File: config.mk
export PLATFORM = sky130hd
export DESIGN_NAME = uart_pin_suspend_config
export DESIGN_NICKNAME = d
export VERILOG_FILES = /design/src/rtl/pin_suspend_pkg.sv /design/src/rtl/uart_pin_suspend_config.sv
export SDC_FILE = /design/constraint.sdc
export NUM_CORES = 1
export LEC_CHECK = 0
export BUFFER_PORTS_ARGS = -buffer_cell sky130_fd_sc_hd__buf_2
export CORE_ASPECT_RATIO = 1.2
export CORE_MARGIN = 4
export CORE_UTILIZATION = 53
export CTS_BUF_LIST = sky130_fd_sc_hd__clkbuf_2 sky130_fd_sc_hd__clkbuf_4 sky130_fd_sc_hd__clkbuf_8
export DETAILED_ROUTE_END_ITERATION = 7
export PLACE_DENSITY_LB_ADDON = 0.3
export SKIP_CTS_REPAIR_TIMING = 1
export SLEW_MARGIN = 10
export SYNTH_ARGS = -nofsm -noshare
export SYNTH_HDL_FRONTEND = slang
export SYNTH_SLANG_ARGS = --single-unit
File: constraint.sdc
create_clock -name i_clock -period 2.1 [get_ports i_clock]
set_input_delay 0.315 -clock i_clock [delete_from_list [all_inputs] [get_ports i_clock]]
set_output_delay 0.315 -clock i_clock [all_outputs]
set_load 0.05 [all_outputs]
File: src/rtl/pin_suspend_pkg.sv
// constants for the per-channel data-pin and suspend pin configuration block
package pin_suspend_pkg;

   // printed offsets are register indices; byte address is four times the index
   localparam logic [9:0] CH0_DATA_PIN_CONFIG_IDX     = 10'h02e;
   localparam logic [9:0] CH0_SUSPEND_LEVEL_HIGH_IDX  = 10'h02f;
   localparam logic [9:0] CH0_SUSPEND_LEVEL_LOW_IDX   = 10'h030;
   localparam logic [9:0] CH0_SUSPEND_DRIVER_HIGH_IDX = 10'h031;
   localparam logic [9:0] CH0_SUSPEND_DRIVER_LOW_IDX  = 10'h032;
   localparam logic [9:0] CH1_DATA_PIN_CONFIG_IDX     = 10'h041;
   localparam logic [9:0] CH1_SUSPEND_LEVEL_HIGH_IDX  = 10'h042;
   localparam logic [9:0] CH1_SUSPEND_LEVEL_LOW_IDX   = 10'h043;
   localparam logic [9:0] CH1_SUSPEND_DRIVER_HIGH_IDX = 10'h044;
   localparam logic [9:0] CH1_SUSPEND_DRIVER_LOW_IDX  = 10'h045;

   // slot of each byte inside one channel's bank
   localparam logic [2:0] SLOT_DATA_PIN     = 3'h0;
   localparam logic [2:0] SLOT_LEVEL_HIGH   = 3'h1;
   localparam logic [2:0] SLOT_LEVEL_LOW    = 3'h2;
   localparam logic [2:0] SLOT_DRIVER_HIGH  = 3'h3;
   localparam logic [2:0] SLOT_DRIVER_LOW   = 3'h4;
   localparam int         SLOT_COUNT        = 5;

   // data-pin byte fields
   localparam int RX_PULLUP_OFF_BIT   = 7;
   localparam int RX_PULLDOWN_EN_BIT  = 6;
   localparam int RX_WAKE_EN_BIT      = 5;
   localparam int TX_OPEN_DRAIN_BIT   = 0;
   // master suspend-control bit sits in the low driver byte
   localparam int USE_SUSPEND_BIT     = 7;

   // high byte bit positions (level and driver share them)
   localparam int HI_IO9_BIT = 7;
   localparam int HI_IO8_BIT = 6;
   localparam int HI_IO7_BIT = 3;
   localparam int HI_IO4_BIT = 2;
   localparam int HI_IO5_BIT = 1;
   localparam int HI_IO6_BIT = 0;
   // low byte bit positions
   localparam int LO_IO2_BIT = 5;
   localparam int LO_IO3_BIT = 4;
   localparam int LO_IO0_BIT = 3;
   localparam int LO_IO1_BIT = 2;

   // writable bits of each byte; reserved and unused bits read zero
   localparam logic [7:0] MASK_DATA_PIN    = 8'he1;
   localparam logic [7:0] MASK_HIGH        = 8'hcf;
   localparam logic [7:0] MASK_LEVEL_LOW   = 8'h3c;
   localparam logic [7:0] MASK_DRIVER_LOW  = 8'hbc;

   // every byte resets to zero
   localparam logic [7:0] CONFIG_RESET     = 8'h00;

endpackage : pin_suspend_pkg

File: src/rtl/uart_pin_suspend_config.sv
// apb register bank and pin steering for data-pin and suspend pin configuration
`timescale 1ns/1ps

// Functional notes
// - data byte bit7 set turns rx pull-up off
// - bit6 enables rx pull-down unless pull-up on
// - bit5 lets rx wake, needs global wake enable
// - bit0 selects tx push-pull or open-drain
// - suspend settings never touch rx and tx
// - master suspend bit gates all forced pin settings
// - master bit is bit7 of a driver byte
// - high level byte maps io9,8,7,4,5,6
// - low level byte maps io2,3,0,1
// - driver bit: 0 push-pull, 1 open-drain
// - high driver byte uses high level mapping
// - low driver byte maps io2,3,0,1
// - two channels, own zeroed bytes at own offsets
module uart_pin_suspend_config #(
   parameter int ADDR_WIDTH = 12,   // apb byte address width
   parameter int CHANNELS   = 2,    // uart channels
   parameter int IO_COUNT   = 10    // modem/gpio pins per channel
) (
   // clock and reset
   input  wire logic                          i_clock,
   input  wire logic                          i_rstn,
   // apb slave
   input  wire logic                          i_psel,
   input  wire logic                          i_penable,
   input  wire logic                          i_pwrite,
   input  wire logic [ADDR_WIDTH-1:0]         i_paddr,
   input  wire logic [31:0]                   i_pwdata,
   output logic      [31:0]                   o_prdata,
   output logic                               o_pready,
   output logic                               o_pslverr,
   // usb state
   input  wire logic                          i_usb_suspend,
   input  wire logic                          i_global_wake_en,
   // data pins
   input  wire logic [CHANNELS-1:0]           i_rx_pin,
   input  wire logic [CHANNELS-1:0]           i_tx_data,
   output logic      [CHANNELS-1:0]           o_tx_out,
   output logic      [CHANNELS-1:0]           o_tx_oe,
   output logic      [CHANNELS-1:0]           o_rx_pullup_en,
   output logic      [CHANNELS-1:0]           o_rx_pulldown_en,
   output logic      [CHANNELS-1:0]           o_wake_request,
   // modem/gpio pins, normal function in, pad drive out
   input  wire logic [CHANNELS-1:0][IO_COUNT-1:0] i_gpio_out,
   input  wire logic [CHANNELS-1:0][IO_COUNT-1:0] i_gpio_oe,
   output logic      [CHANNELS-1:0][IO_COUNT-1:0] o_gpio_out,
   output logic      [CHANNELS-1:0][IO_COUNT-1:0] o_gpio_oe
);
   import pin_suspend_pkg::*;

   // register bank, one row per channel
   logic [7:0]            cfg [CHANNELS][SLOT_COUNT];
   // usb suspend synchroniser and its settled copy
   logic                  susp_meta;
   logic                  susp_sync;
   // rx pin synchroniser plus a history stage for edge detection
   logic [CHANNELS-1:0]   rx_meta;
   logic [CHANNELS-1:0]   rx_sync;
   logic [CHANNELS-1:0]   rx_prev;
   // per-channel suspend override active
   logic [CHANNELS-1:0]   forced;
   // suspend level and driver bits spread into io order, per channel
   logic [CHANNELS-1:0][9:0] lvl_map;
   logic [CHANNELS-1:0][9:0] drv_map;
   // decoded access
   logic [4:0]            dec;
   logic                  acc_start;
   logic                  acc_done;

   // address to {hit, channel, slot}; word aligned only
   function automatic logic [4:0] decode(input logic [ADDR_WIDTH-1:0] addr);
      logic [9:0] idx;
      idx = 10'(addr >> 2);
      decode = 5'h00;
      if (addr[1:0] == 2'h0) begin
         if (idx >= CH0_DATA_PIN_CONFIG_IDX && idx <= CH0_SUSPEND_DRIVER_LOW_IDX) begin
            decode = {1'b1, 1'b0, 3'(idx - CH0_DATA_PIN_CONFIG_IDX)};
         end else if (idx >= CH1_DATA_PIN_CONFIG_IDX && idx <= CH1_SUSPEND_DRIVER_LOW_IDX) begin
            decode = {1'b1, 1'b1, 3'(idx - CH1_DATA_PIN_CONFIG_IDX)};
         end
      end
   endfunction : decode

   // writable bits of a slot
   function automatic logic [7:0] slot_mask(input logic [2:0] slot);
      case (slot)
         SLOT_DATA_PIN:    slot_mask = MASK_DATA_PIN;
         SLOT_LEVEL_HIGH:  slot_mask = MASK_HIGH;
         SLOT_LEVEL_LOW:   slot_mask = MASK_LEVEL_LOW;
         SLOT_DRIVER_HIGH: slot_mask = MASK_HIGH;
         SLOT_DRIVER_LOW:  slot_mask = MASK_DRIVER_LOW;
         default:          slot_mask = 8'h00;
      endcase
   endfunction : slot_mask

   // spread a high/low byte pair onto pins io0..io9
   function automatic logic [9:0] pin_map(input logic [7:0] hi, input logic [7:0] lo);
      pin_map     = 10'h000;
      pin_map[9]  = hi[HI_IO9_BIT];
      pin_map[8]  = hi[HI_IO8_BIT];
      pin_map[7]  = hi[HI_IO7_BIT];
      pin_map[4]  = hi[HI_IO4_BIT];
      pin_map[5]  = hi[HI_IO5_BIT];
      pin_map[6]  = hi[HI_IO6_BIT];
      pin_map[2]  = lo[LO_IO2_BIT];
      pin_map[3]  = lo[LO_IO3_BIT];
      pin_map[0]  = lo[LO_IO0_BIT];
      pin_map[1]  = lo[LO_IO1_BIT];
   endfunction : pin_map

   assign dec       = decode(i_paddr);
   // one wait state: first access cycle raises pready, next edge completes
   assign acc_start = i_psel && i_penable && !o_pready;
   assign acc_done  = i_psel && i_penable && o_pready;

   // apb handshake and read data, both registered
   always_ff @(posedge i_clock or negedge i_rstn) begin
      if (!i_rstn) begin
         o_pready  <= 1'b0;
         o_pslverr <= 1'b0;
         o_prdata  <= 32'h0000_0000;
      end else begin
         o_pready  <= acc_start;
         o_pslverr <= acc_start && !dec[4];   // unmapped answers with an error
         if (acc_start && !i_pwrite && dec[4]) begin
            o_prdata <= {24'h00_0000, cfg[dec[3]][dec[2:0]]};
         end else begin
            o_prdata <= 32'h0000_0000;
         end
      end
   end

   // register writes at the completing edge; reserved bits are dropped so
   // a careless write of ones there cannot leak into pin control
   always_ff @(posedge i_clock or negedge i_rstn) begin
      if (!i_rstn) begin
         for (int c = 0; c < CHANNELS; c++) begin
            for (int s = 0; s < SLOT_COUNT; s++) begin
               cfg[c][s] <= CONFIG_RESET;
            end
         end
      end else if (acc_done && i_pwrite && dec[4]) begin
         cfg[dec[3]][dec[2:0]] <= i_pwdata[7:0] & slot_mask(dec[2:0]);
      end
   end

   // suspend comes from the usb core's own timing, so it is synchronised
   always_ff @(posedge i_clock or negedge i_rstn) begin
      if (!i_rstn) begin
         susp_meta <= 1'b0;
         susp_sync <= 1'b0;
      end else begin
         susp_meta <= i_usb_suspend;
         susp_sync <= susp_meta;
      end
   end

   // rx pin synchroniser; only the second stage feeds the edge detector
   always_ff @(posedge i_clock or negedge i_rstn) begin
      if (!i_rstn) begin
         rx_meta <= '1;
         rx_sync <= '1;
         rx_prev <= '1;
      end else begin
         rx_meta <= i_rx_pin;
         rx_sync <= rx_meta;
         rx_prev <= rx_sync;
      end
   end

   // override only while suspended and the master bit is set
   always_comb begin
      for (int c = 0; c < CHANNELS; c++) begin
         forced[c] = susp_sync && cfg[c][SLOT_DRIVER_LOW][USE_SUSPEND_BIT];
      end
   end

   // spread the suspend bytes once here; a bit-select of a function result
   // is not accepted everywhere, so the pad process reads plain vectors
   // instead of calling the map per pin
   always_comb begin
      for (int c = 0; c < CHANNELS; c++) begin
         lvl_map[c] = pin_map(cfg[c][SLOT_LEVEL_HIGH], cfg[c][SLOT_LEVEL_LOW]);
         drv_map[c] = pin_map(cfg[c][SLOT_DRIVER_HIGH], cfg[c][SLOT_DRIVER_LOW]);
      end
   end

   // data pins: steered only by the data-pin byte, never by suspend bytes
   always_ff @(posedge i_clock or negedge i_rstn) begin
      if (!i_rstn) begin
         o_rx_pullup_en   <= '0;
         o_rx_pulldown_en <= '0;
         o_tx_out         <= '0;
         o_tx_oe          <= '0;
      end else begin
         for (int c = 0; c < CHANNELS; c++) begin
            o_rx_pullup_en[c]   <= !cfg[c][SLOT_DATA_PIN][RX_PULLUP_OFF_BIT];
            // pull-down yields whenever the pull-up is on
            o_rx_pulldown_en[c] <= cfg[c][SLOT_DATA_PIN][RX_PULLDOWN_EN_BIT]
                                   && cfg[c][SLOT_DATA_PIN][RX_PULLUP_OFF_BIT];
            if (cfg[c][SLOT_DATA_PIN][TX_OPEN_DRAIN_BIT]) begin
               o_tx_out[c] <= 1'b0;            // open-drain: only ever pulls low
               o_tx_oe[c]  <= !i_tx_data[c];
            end else begin
               o_tx_out[c] <= i_tx_data[c];    // push-pull
               o_tx_oe[c]  <= 1'b1;
            end
         end
      end
   end

   // remote wakeup: any rx edge while suspended, if both enables are set
   always_ff @(posedge i_clock or negedge i_rstn) begin
      if (!i_rstn) begin
         o_wake_request <= '0;
      end else begin
         for (int c = 0; c < CHANNELS; c++) begin
            o_wake_request[c] <= susp_sync && i_global_wake_en
                                 && cfg[c][SLOT_DATA_PIN][RX_WAKE_EN_BIT]
                                 && (rx_sync[c] != rx_prev[c]);
         end
      end
   end

   // gpio pads: forced level/driver in suspend, else the normal function
   always_ff @(posedge i_clock or negedge i_rstn) begin
      if (!i_rstn) begin
         o_gpio_out <= '0;
         o_gpio_oe  <= '0;
      end else begin
         for (int c = 0; c < CHANNELS; c++) begin
            if (forced[c]) begin
               for (int p = 0; p < IO_COUNT; p++) begin
                  if (drv_map[c][p]) begin
                     // open-drain: drive low for a 0 level, release for a 1
                     o_gpio_out[c][p] <= 1'b0;
                     o_gpio_oe[c][p]  <= !lvl_map[c][p];
                  end else begin
                     o_gpio_out[c][p] <= lvl_map[c][p];
                     o_gpio_oe[c][p]  <= 1'b1;
                  end
               end
            end else begin
               o_gpio_out[c] <= i_gpio_out[c];
               o_gpio_oe[c]  <= i_gpio_oe[c];
            end
         end
      end
   end
endmodule : uart_pin_suspend_config

# Word-level counts from Yosys, hierarchy flattened
# Index checks and enable logic that the tools add are counted.
dict set report word_totals {
  in_bits 95
  out_inout_bits 84
  regBits 172
}
dict set report classes {
  n_addsub 2
  n_reduce_logical 51
  bitwise_logic 3
  n_eq_ne 6
  mux 65
  magnitude_cmp 8
}
# cell count
set op_table {}
lappend op_table {{two-way mux 40 bit} 4}
lappend op_table {{bitwise mux 80 bit} 1}
lappend op_table {{two-way mux 1 bit} 44}
lappend op_table {{demux 40 bit (select 1 bit)} 1}
lappend op_table {{two-way mux 10 bit} 4}
lappend op_table {{two-way mux 8 bit} 5}
lappend op_table {{one-hot mux 8 bit (4 select lines)} 1}
lappend op_table {{zero test 1 bit} 27}
lappend op_table {{binary-select mux 8 bit (select 3 bit)} 1}
lappend op_table {{demux 8 bit (select 3 bit)} 1}
lappend op_table {{logical AND 1 bit} 21}
lappend op_table {{two-way mux 5 bit} 3}
lappend op_table {{greater-or-equal comparator 10 x 6 -> 1 bit (second input constant)} 1}
lappend op_table {{greater-or-equal comparator 10 x 7 -> 1 bit (second input constant)} 1}
lappend op_table {{less-or-equal comparator 10 x 6 -> 1 bit (second input constant)} 1}
lappend op_table {{less-or-equal comparator 10 x 7 -> 1 bit (second input constant)} 1}
lappend op_table {{bitwise AND 8 bit} 1}
lappend op_table {{== test 3 x 2 -> 1 bit (second input constant)} 2}
lappend op_table {{greater-or-equal comparator 4 bit (second input constant)} 1}
lappend op_table {{less-than comparator 4 x 1 -> 1 bit (second input constant)} 1}
lappend op_table {{NOT 3 -> 4 bit} 1}
lappend op_table {{== test 3 x 1 -> 1 bit (second input constant)} 1}
lappend op_table {{== test 3 bit (second input constant)} 1}
lappend op_table {{zero test 3 bit} 1}
lappend op_table {{8 further kinds} 9}

# Depth between registers and ports, before layout
dict set report depth {
  depth_word 13
  depth_mapped 13
  mapped_depth_nobuf 10
}

# Worst setup path before layout
# OpenSTA, ideal clock, no wires.
dict set report synth_timing {
  kind {input-to-reg}
  start {input port i_paddr[2]}
  end {register o_prdata[5]}
  arrival_ps 2667
  slack_ps -694
  setup_time_ps 127
  cell_stages 11
  path_buffers 1
  cell_sequence {clkbuf_1 inv_1 ha_1 xnor2_1 o2111ai_1 or2_2 a221o_1 nor2b_4 nand2_1 a21oi_1 a311o_2}
}
dict set report synth_via {
  elab_chain_len 13
}
# item line_no
set synth_rtl {}
lappend synth_rtl {{from (decl)} uart_pin_suspend_config.sv:30} ;# input wire logic [ADDR_WIDTH-1:0] i_paddr,
lappend synth_rtl {{greater-or-equal comparator 10 x 7 -> 1 bit or less-or-equal comparator 10 x 7 -> 1 bit (tied branches)} uart_pin_suspend_config.sv:81} ;# end else if (idx >= CH1_DATA_PIN_CONFIG_IDX && idx <= CH1_SUSPEND_DRIVER_LOW_IDX) begin
lappend synth_rtl {{logical AND 1 bit} uart_pin_suspend_config.sv:81}
lappend synth_rtl {{two-way mux 5 bit} uart_pin_suspend_config.sv:81}
lappend synth_rtl {{two-way mux 5 bit (*)} uart_pin_suspend_config.sv:79} ;# if (idx >= CH0_DATA_PIN_CONFIG_IDX && idx <= CH0_SUSPEND_DRIVER_LOW_IDX) begin
lappend synth_rtl {{two-way mux 5 bit (*)} uart_pin_suspend_config.sv:78} ;# if (addr[1:0] == 2'h0) begin
lappend synth_rtl {{NOT 1 -> 2 bit (not written as such)} uart_pin_suspend_config.sv:129} ;# o_prdata <= {24'h00_0000, cfg[dec[3]][dec[2:0]]};
lappend synth_rtl {{two-way mux 40 bit (not written as such) (3 in series)} uart_pin_suspend_config.sv:129}
lappend synth_rtl {{binary-select mux 8 bit (select 3 bit)} uart_pin_suspend_config.sv:129}
lappend synth_rtl {{two-way mux 8 bit (not written as such) (2 in series)} uart_pin_suspend_config.sv:129}
lappend synth_rtl {{two-way mux 8 bit (*)} uart_pin_suspend_config.sv:128} ;# if (acc_start && !i_pwrite && dec[4]) begin
lappend synth_rtl {{to (signal assigned)} uart_pin_suspend_config.sv:129}
lappend synth_rtl {{to (decl)} uart_pin_suspend_config.sv:32} ;# output logic [31:0] o_prdata,
# Every way passes the cells marked *; elsewhere a longest branch is shown, timed or not. The select of a mux whose other input is x is not followed.
# A chain may end at the register's enable or synchronous reset.

# Final worst setup path
dict set report layout_timing {
  start {input port i_paddr[4]}
  end {register cfg[65] (netlist name)}
}
dict set report layout_via {
  elab_chain_len 13
}
# item line_no
set layout_rtl {}
lappend layout_rtl {{greater-or-equal comparator 10 x 7 -> 1 bit or less-or-equal comparator 10 x 7 -> 1 bit (tied branches)} uart_pin_suspend_config.sv:81}
lappend layout_rtl {{logical AND 1 bit} uart_pin_suspend_config.sv:81}
lappend layout_rtl {{two-way mux 5 bit} uart_pin_suspend_config.sv:81}
lappend layout_rtl {{two-way mux 5 bit (*)} uart_pin_suspend_config.sv:79}
lappend layout_rtl {{two-way mux 5 bit (*)} uart_pin_suspend_config.sv:78}
lappend layout_rtl {{NOT 3 -> 4 bit (not written as such)} uart_pin_suspend_config.sv:146} ;# cfg[dec[3]][dec[2:0]] <= i_pwdata[7:0] & slot_mask(dec[2:0]);
lappend layout_rtl {{greater-or-equal comparator 4 bit (not written as such) or less-than comparator 4 x 1 -> 1 bit (tied branches)} uart_pin_suspend_config.sv:146}
lappend layout_rtl {{logical AND 1 bit (not written as such)} uart_pin_suspend_config.sv:146}
lappend layout_rtl {{two-way mux 8 bit (not written as such)} uart_pin_suspend_config.sv:146}
lappend layout_rtl {{demux 8 bit (select 3 bit)} uart_pin_suspend_config.sv:146}
lappend layout_rtl {{two-way mux 40 bit (not written as such)} uart_pin_suspend_config.sv:146}
lappend layout_rtl {{demux 40 bit (select 1 bit)} uart_pin_suspend_config.sv:146}
lappend layout_rtl {{bitwise mux 80 bit} uart_pin_suspend_config.sv:146}
lappend layout_rtl {{to (signal, indexed assignment)} uart_pin_suspend_config.sv:146}
lappend layout_rtl {{to (decl)} uart_pin_suspend_config.sv:55} ;# logic [7:0] cfg [CHANNELS][SLOT_COUNT];
# Marks and branches as above.

==> results.py <==
metrics = {
    "route": {
        "wire_per_inst_um": 18.1,
        "routed_wl_um": 18200,
        "vias_per_cell": 5.37,
        "vias": 5400,
        "drt-initial-drc-count": 322,
        "dr.pass1.iters": 4,
        "final_antenna_net_count": 0,
        "drcViolationCount": 0,
    },
    "floorplanning": {
        "ios": 179,
        "start_util": 0.549,
        "die_h_um": 129,
        "die_w_um": 109,
        "rows": 43,
        "core_area_sq_um": 11700,
        "die_area_sq_um": 14000,
    },
    "worst_setup_path": {
        "critPathMostFrequentCell": "buf_4",
        "critPathTopFamily": "buffers and inverters",
        "slowest_delay_ns": 0.37,
        "crit_chain": "buf_8, inv_4, ha_4, nand2b_4, a2111oi_4, buf_4, o21bai_1, buf_4, buf_6, o22ai_4, buf_4, nor2_4, nand2_2, mux2_4",
        "crit_path_max_fanout": 5,
        "crit_arrival_ns": 2.45,
        "startpoint_type": "input pin",
        "cp.required_ns": 2.44,
        "crit_type": "input pin to flip-flop",
        "crit_path_top_delay_cell": "a2111oi_4",
        "cp-end-kind": "flip-flop",
        "critical_path_buf_inv_count": 6,
    },
    "logic_synthesis": {
        "yosysSeqAreaShare": 0.577,
        "ys_warn_count": 0,
        "yosysTopAreaCellShare": 0.552,
        "avgSynthCellArea_sq_um": 10.4,
        "synthTopCellsByCount": "dfrtp_1, nand2_1, o21ai_0",
        "netlist_area_sq_um": 6430,
        "yosysMostFrequentCell": "dfrtp_1",
        "ys_ff_latch": 148,
        "synth_top_area_cell": "dfrtp_1",
        "synth_cell_types": 45,
        "async_reset_ff_frac": 1.00,
        "dominantRegCellSynth": "dfrtp_1",
        "synth.area.top_cells": "dfrtp_1, nand2_1, and2_1",
        "synth-edff-count": 0,
        "synthCells": 620,
    },
    "placed_design": {
        "placed_area_sq_um": 7860,
        "port_buffers": 130,
        "gp_congestion": 0.928,
        "place_ws_ns": -0.620,
        "dp_hpwl_um": 13700,
    },
    "clocking": {
        "clk_pin_slew_ns": 0.09,
        "cts_root_buf": "clkbuf_8",
        "clk_path_buf_depth": 2,
        "clock_sinks": 148,
        "cts_buffers": 17,
        "htree_levels": 4,
        "insertion_delay_ns": 0.45,
        "cts_tree": "built",
    },
    "global_routing": {
        "grt_pass1_vias": 5586,
        "grt.total_usage": 0.267,
        "grt_pass1_wl_um": 28300,
        "grt_antenna_before_repair": 0,
        "grt_overflow": 0,
        "grt_max_degree": 56,
    },
    "finish": {
        "area_delta_synth_final_pct": 35.4,
        "n_antenna_cell": 0,
        "layout-drive-gt1-share": 0.400,
        "fin_area_sq_um": 8710,
        "final_net_count": 934,
    },
    "sta": {
        "grt_setup_unrepaired": "yes",
        "worst_pin_slew_ns": 0.538,
        "slew_headroom": 0.642,
        "timing.final.ws_setup_ns": -0.0133,
        "slew_violations": 0,
        "fin_skew_ns": 0.0136,
        "fin_crit_sh": 1.01,
        "finalHoldViolCount": 0,
        "setup_violations": 3,
        "max_freq_mhz": 473,
        "period_needed_ns": 2.11,
    },
    "power_and_ir_drop": {
        "p_clk_frac": 0.379,
        "total_power_mw": 5.75,
        "peakVddDrop_v": 0.000346,
        "p_comb_frac": 0.113,
        "p_int_mw": 4.10,
        "p_per_area_nw_per_um2": 660,
        "p_seq_frac": 0.508,
        "power.switching_mw": 1.65,
        "switching_share": 0.287,
        "static-leakage-power_nw": 4.30,
    },
    "run": {
        "cap_violations": 0,
    },
    "run_status": {
        "status": "finished with violations",
        "violations": "negative setup slack",
    },
    "hold_path": {
        "hp-class": "input pin to flip-flop",
    },
}
[layout make-up]
cell class,instances,area [sq um]
sequential,148,3710
multi-input combinational,441,2910
clock buffer,18,248
timing repair buffer,221,1470
inverter,6,32.5
tap,157,196
fill,875,3020
clock inverter,14,143
[through the flow]
stage / utilization / std cells / setup TNS [ns] / hold slack, ns
after global routing: 0.743 / 1005 / -1.85 / 0.00520
after detailed placement: 0.670 / 954 / -41.47 / 0.314
after CTS: 0.704 / 986 / -2.68 / -0.181
final: 0.743 / 1005 / -0.0262 / 0.0222
after global placement: 0.670 / 954 / -38.84 / 0.309
after floorplan: - / 643 / -11.02 / 0.0194
[path summary, 6_finish.rpt]
check / startpoint / end / slack (ns) / depth (start not counted)
max: i_paddr[4] / cfg[65] / -0.01 / 14
min reg2reg: susp_meta / susp_sync / 0.35 / 0
max in group asynchronous: i_rstn / rx_prev[1] / 1.04 / 3
max reg2reg: o_pready / cfg[55] / 0.46 / 7
min: i_tx_data[1] / o_tx_oe[1] / 0.02 / 2
min in group asynchronous: i_rstn / o_gpio_out[2] / 0.38 / 2
[cell usage in the layout (no fill, tap or decap), types with 8 or more instances in the layout]
cell type	count
dfrtp_1	142
buf_2	127
nand2_1	120
buf_4	72
and2_1	35
nor2_1	34
o21ai_1	32
conb_1	24
a31oi_1	20
nand3b_1	20
mux2i_1	20
clkbuf_8	18
nand3_1	13
mux2_2	11
buf_6	11
o21ai_0	10
nand2_2	8
[registers in the layout, indices dropped and copies added (netlist names), 8 cells and up]
signal	flops
o_gpio_oe	20
o_prdata	8
o_gpio_out	20
cfg	80
[worst register-to-register path, delay by kind of cell (launching register included)]
kind | cells | cell delay (ns)
AOI/OAI and AO/OA | 1 | 0.06
buffers and inverters | 1 | 0.18
DFF | 1 | 0.43
and+or+nand+nor | 5 | 0.85
[metal layers]
metal / part of all wire / vias to the layer above / wire, um / global-route usage
met5: 0 / - / 0 / 0
li1: - / 2498 / - / -
met1: 0.36 / 2644 / 6580 / 0.317
met3: 0.066 / 44 / 1190 / 0.0522
met4: 0.033 / 0 / 591 / 0.114
met2: 0.54 / 214 / 9790 / 0.472
[kinds of logic after synthesis]
logic type	after synthesis	synth area share
buf+inv	54	0.0484
flops	148	0.577
other cells	1	0.000583
compound gates	98	0.101
fa+ha+maj	4	0.00778
mux	35	0.0572
xor+xnor	6	0.00817
simple gates	274	0.200
[power groups by stage]
stage	clock, mW	sequential, mW	combinational (mW)
global route	2.34	2.92	0.694
detailed placement	0	2.98	0.608
finish	2.18	2.92	0.650
CTS	2.21	2.92	0.610
floorplan	0	3.13	0.235
global placement	0	2.97	0.597
(Power assumes the default switching activity.)
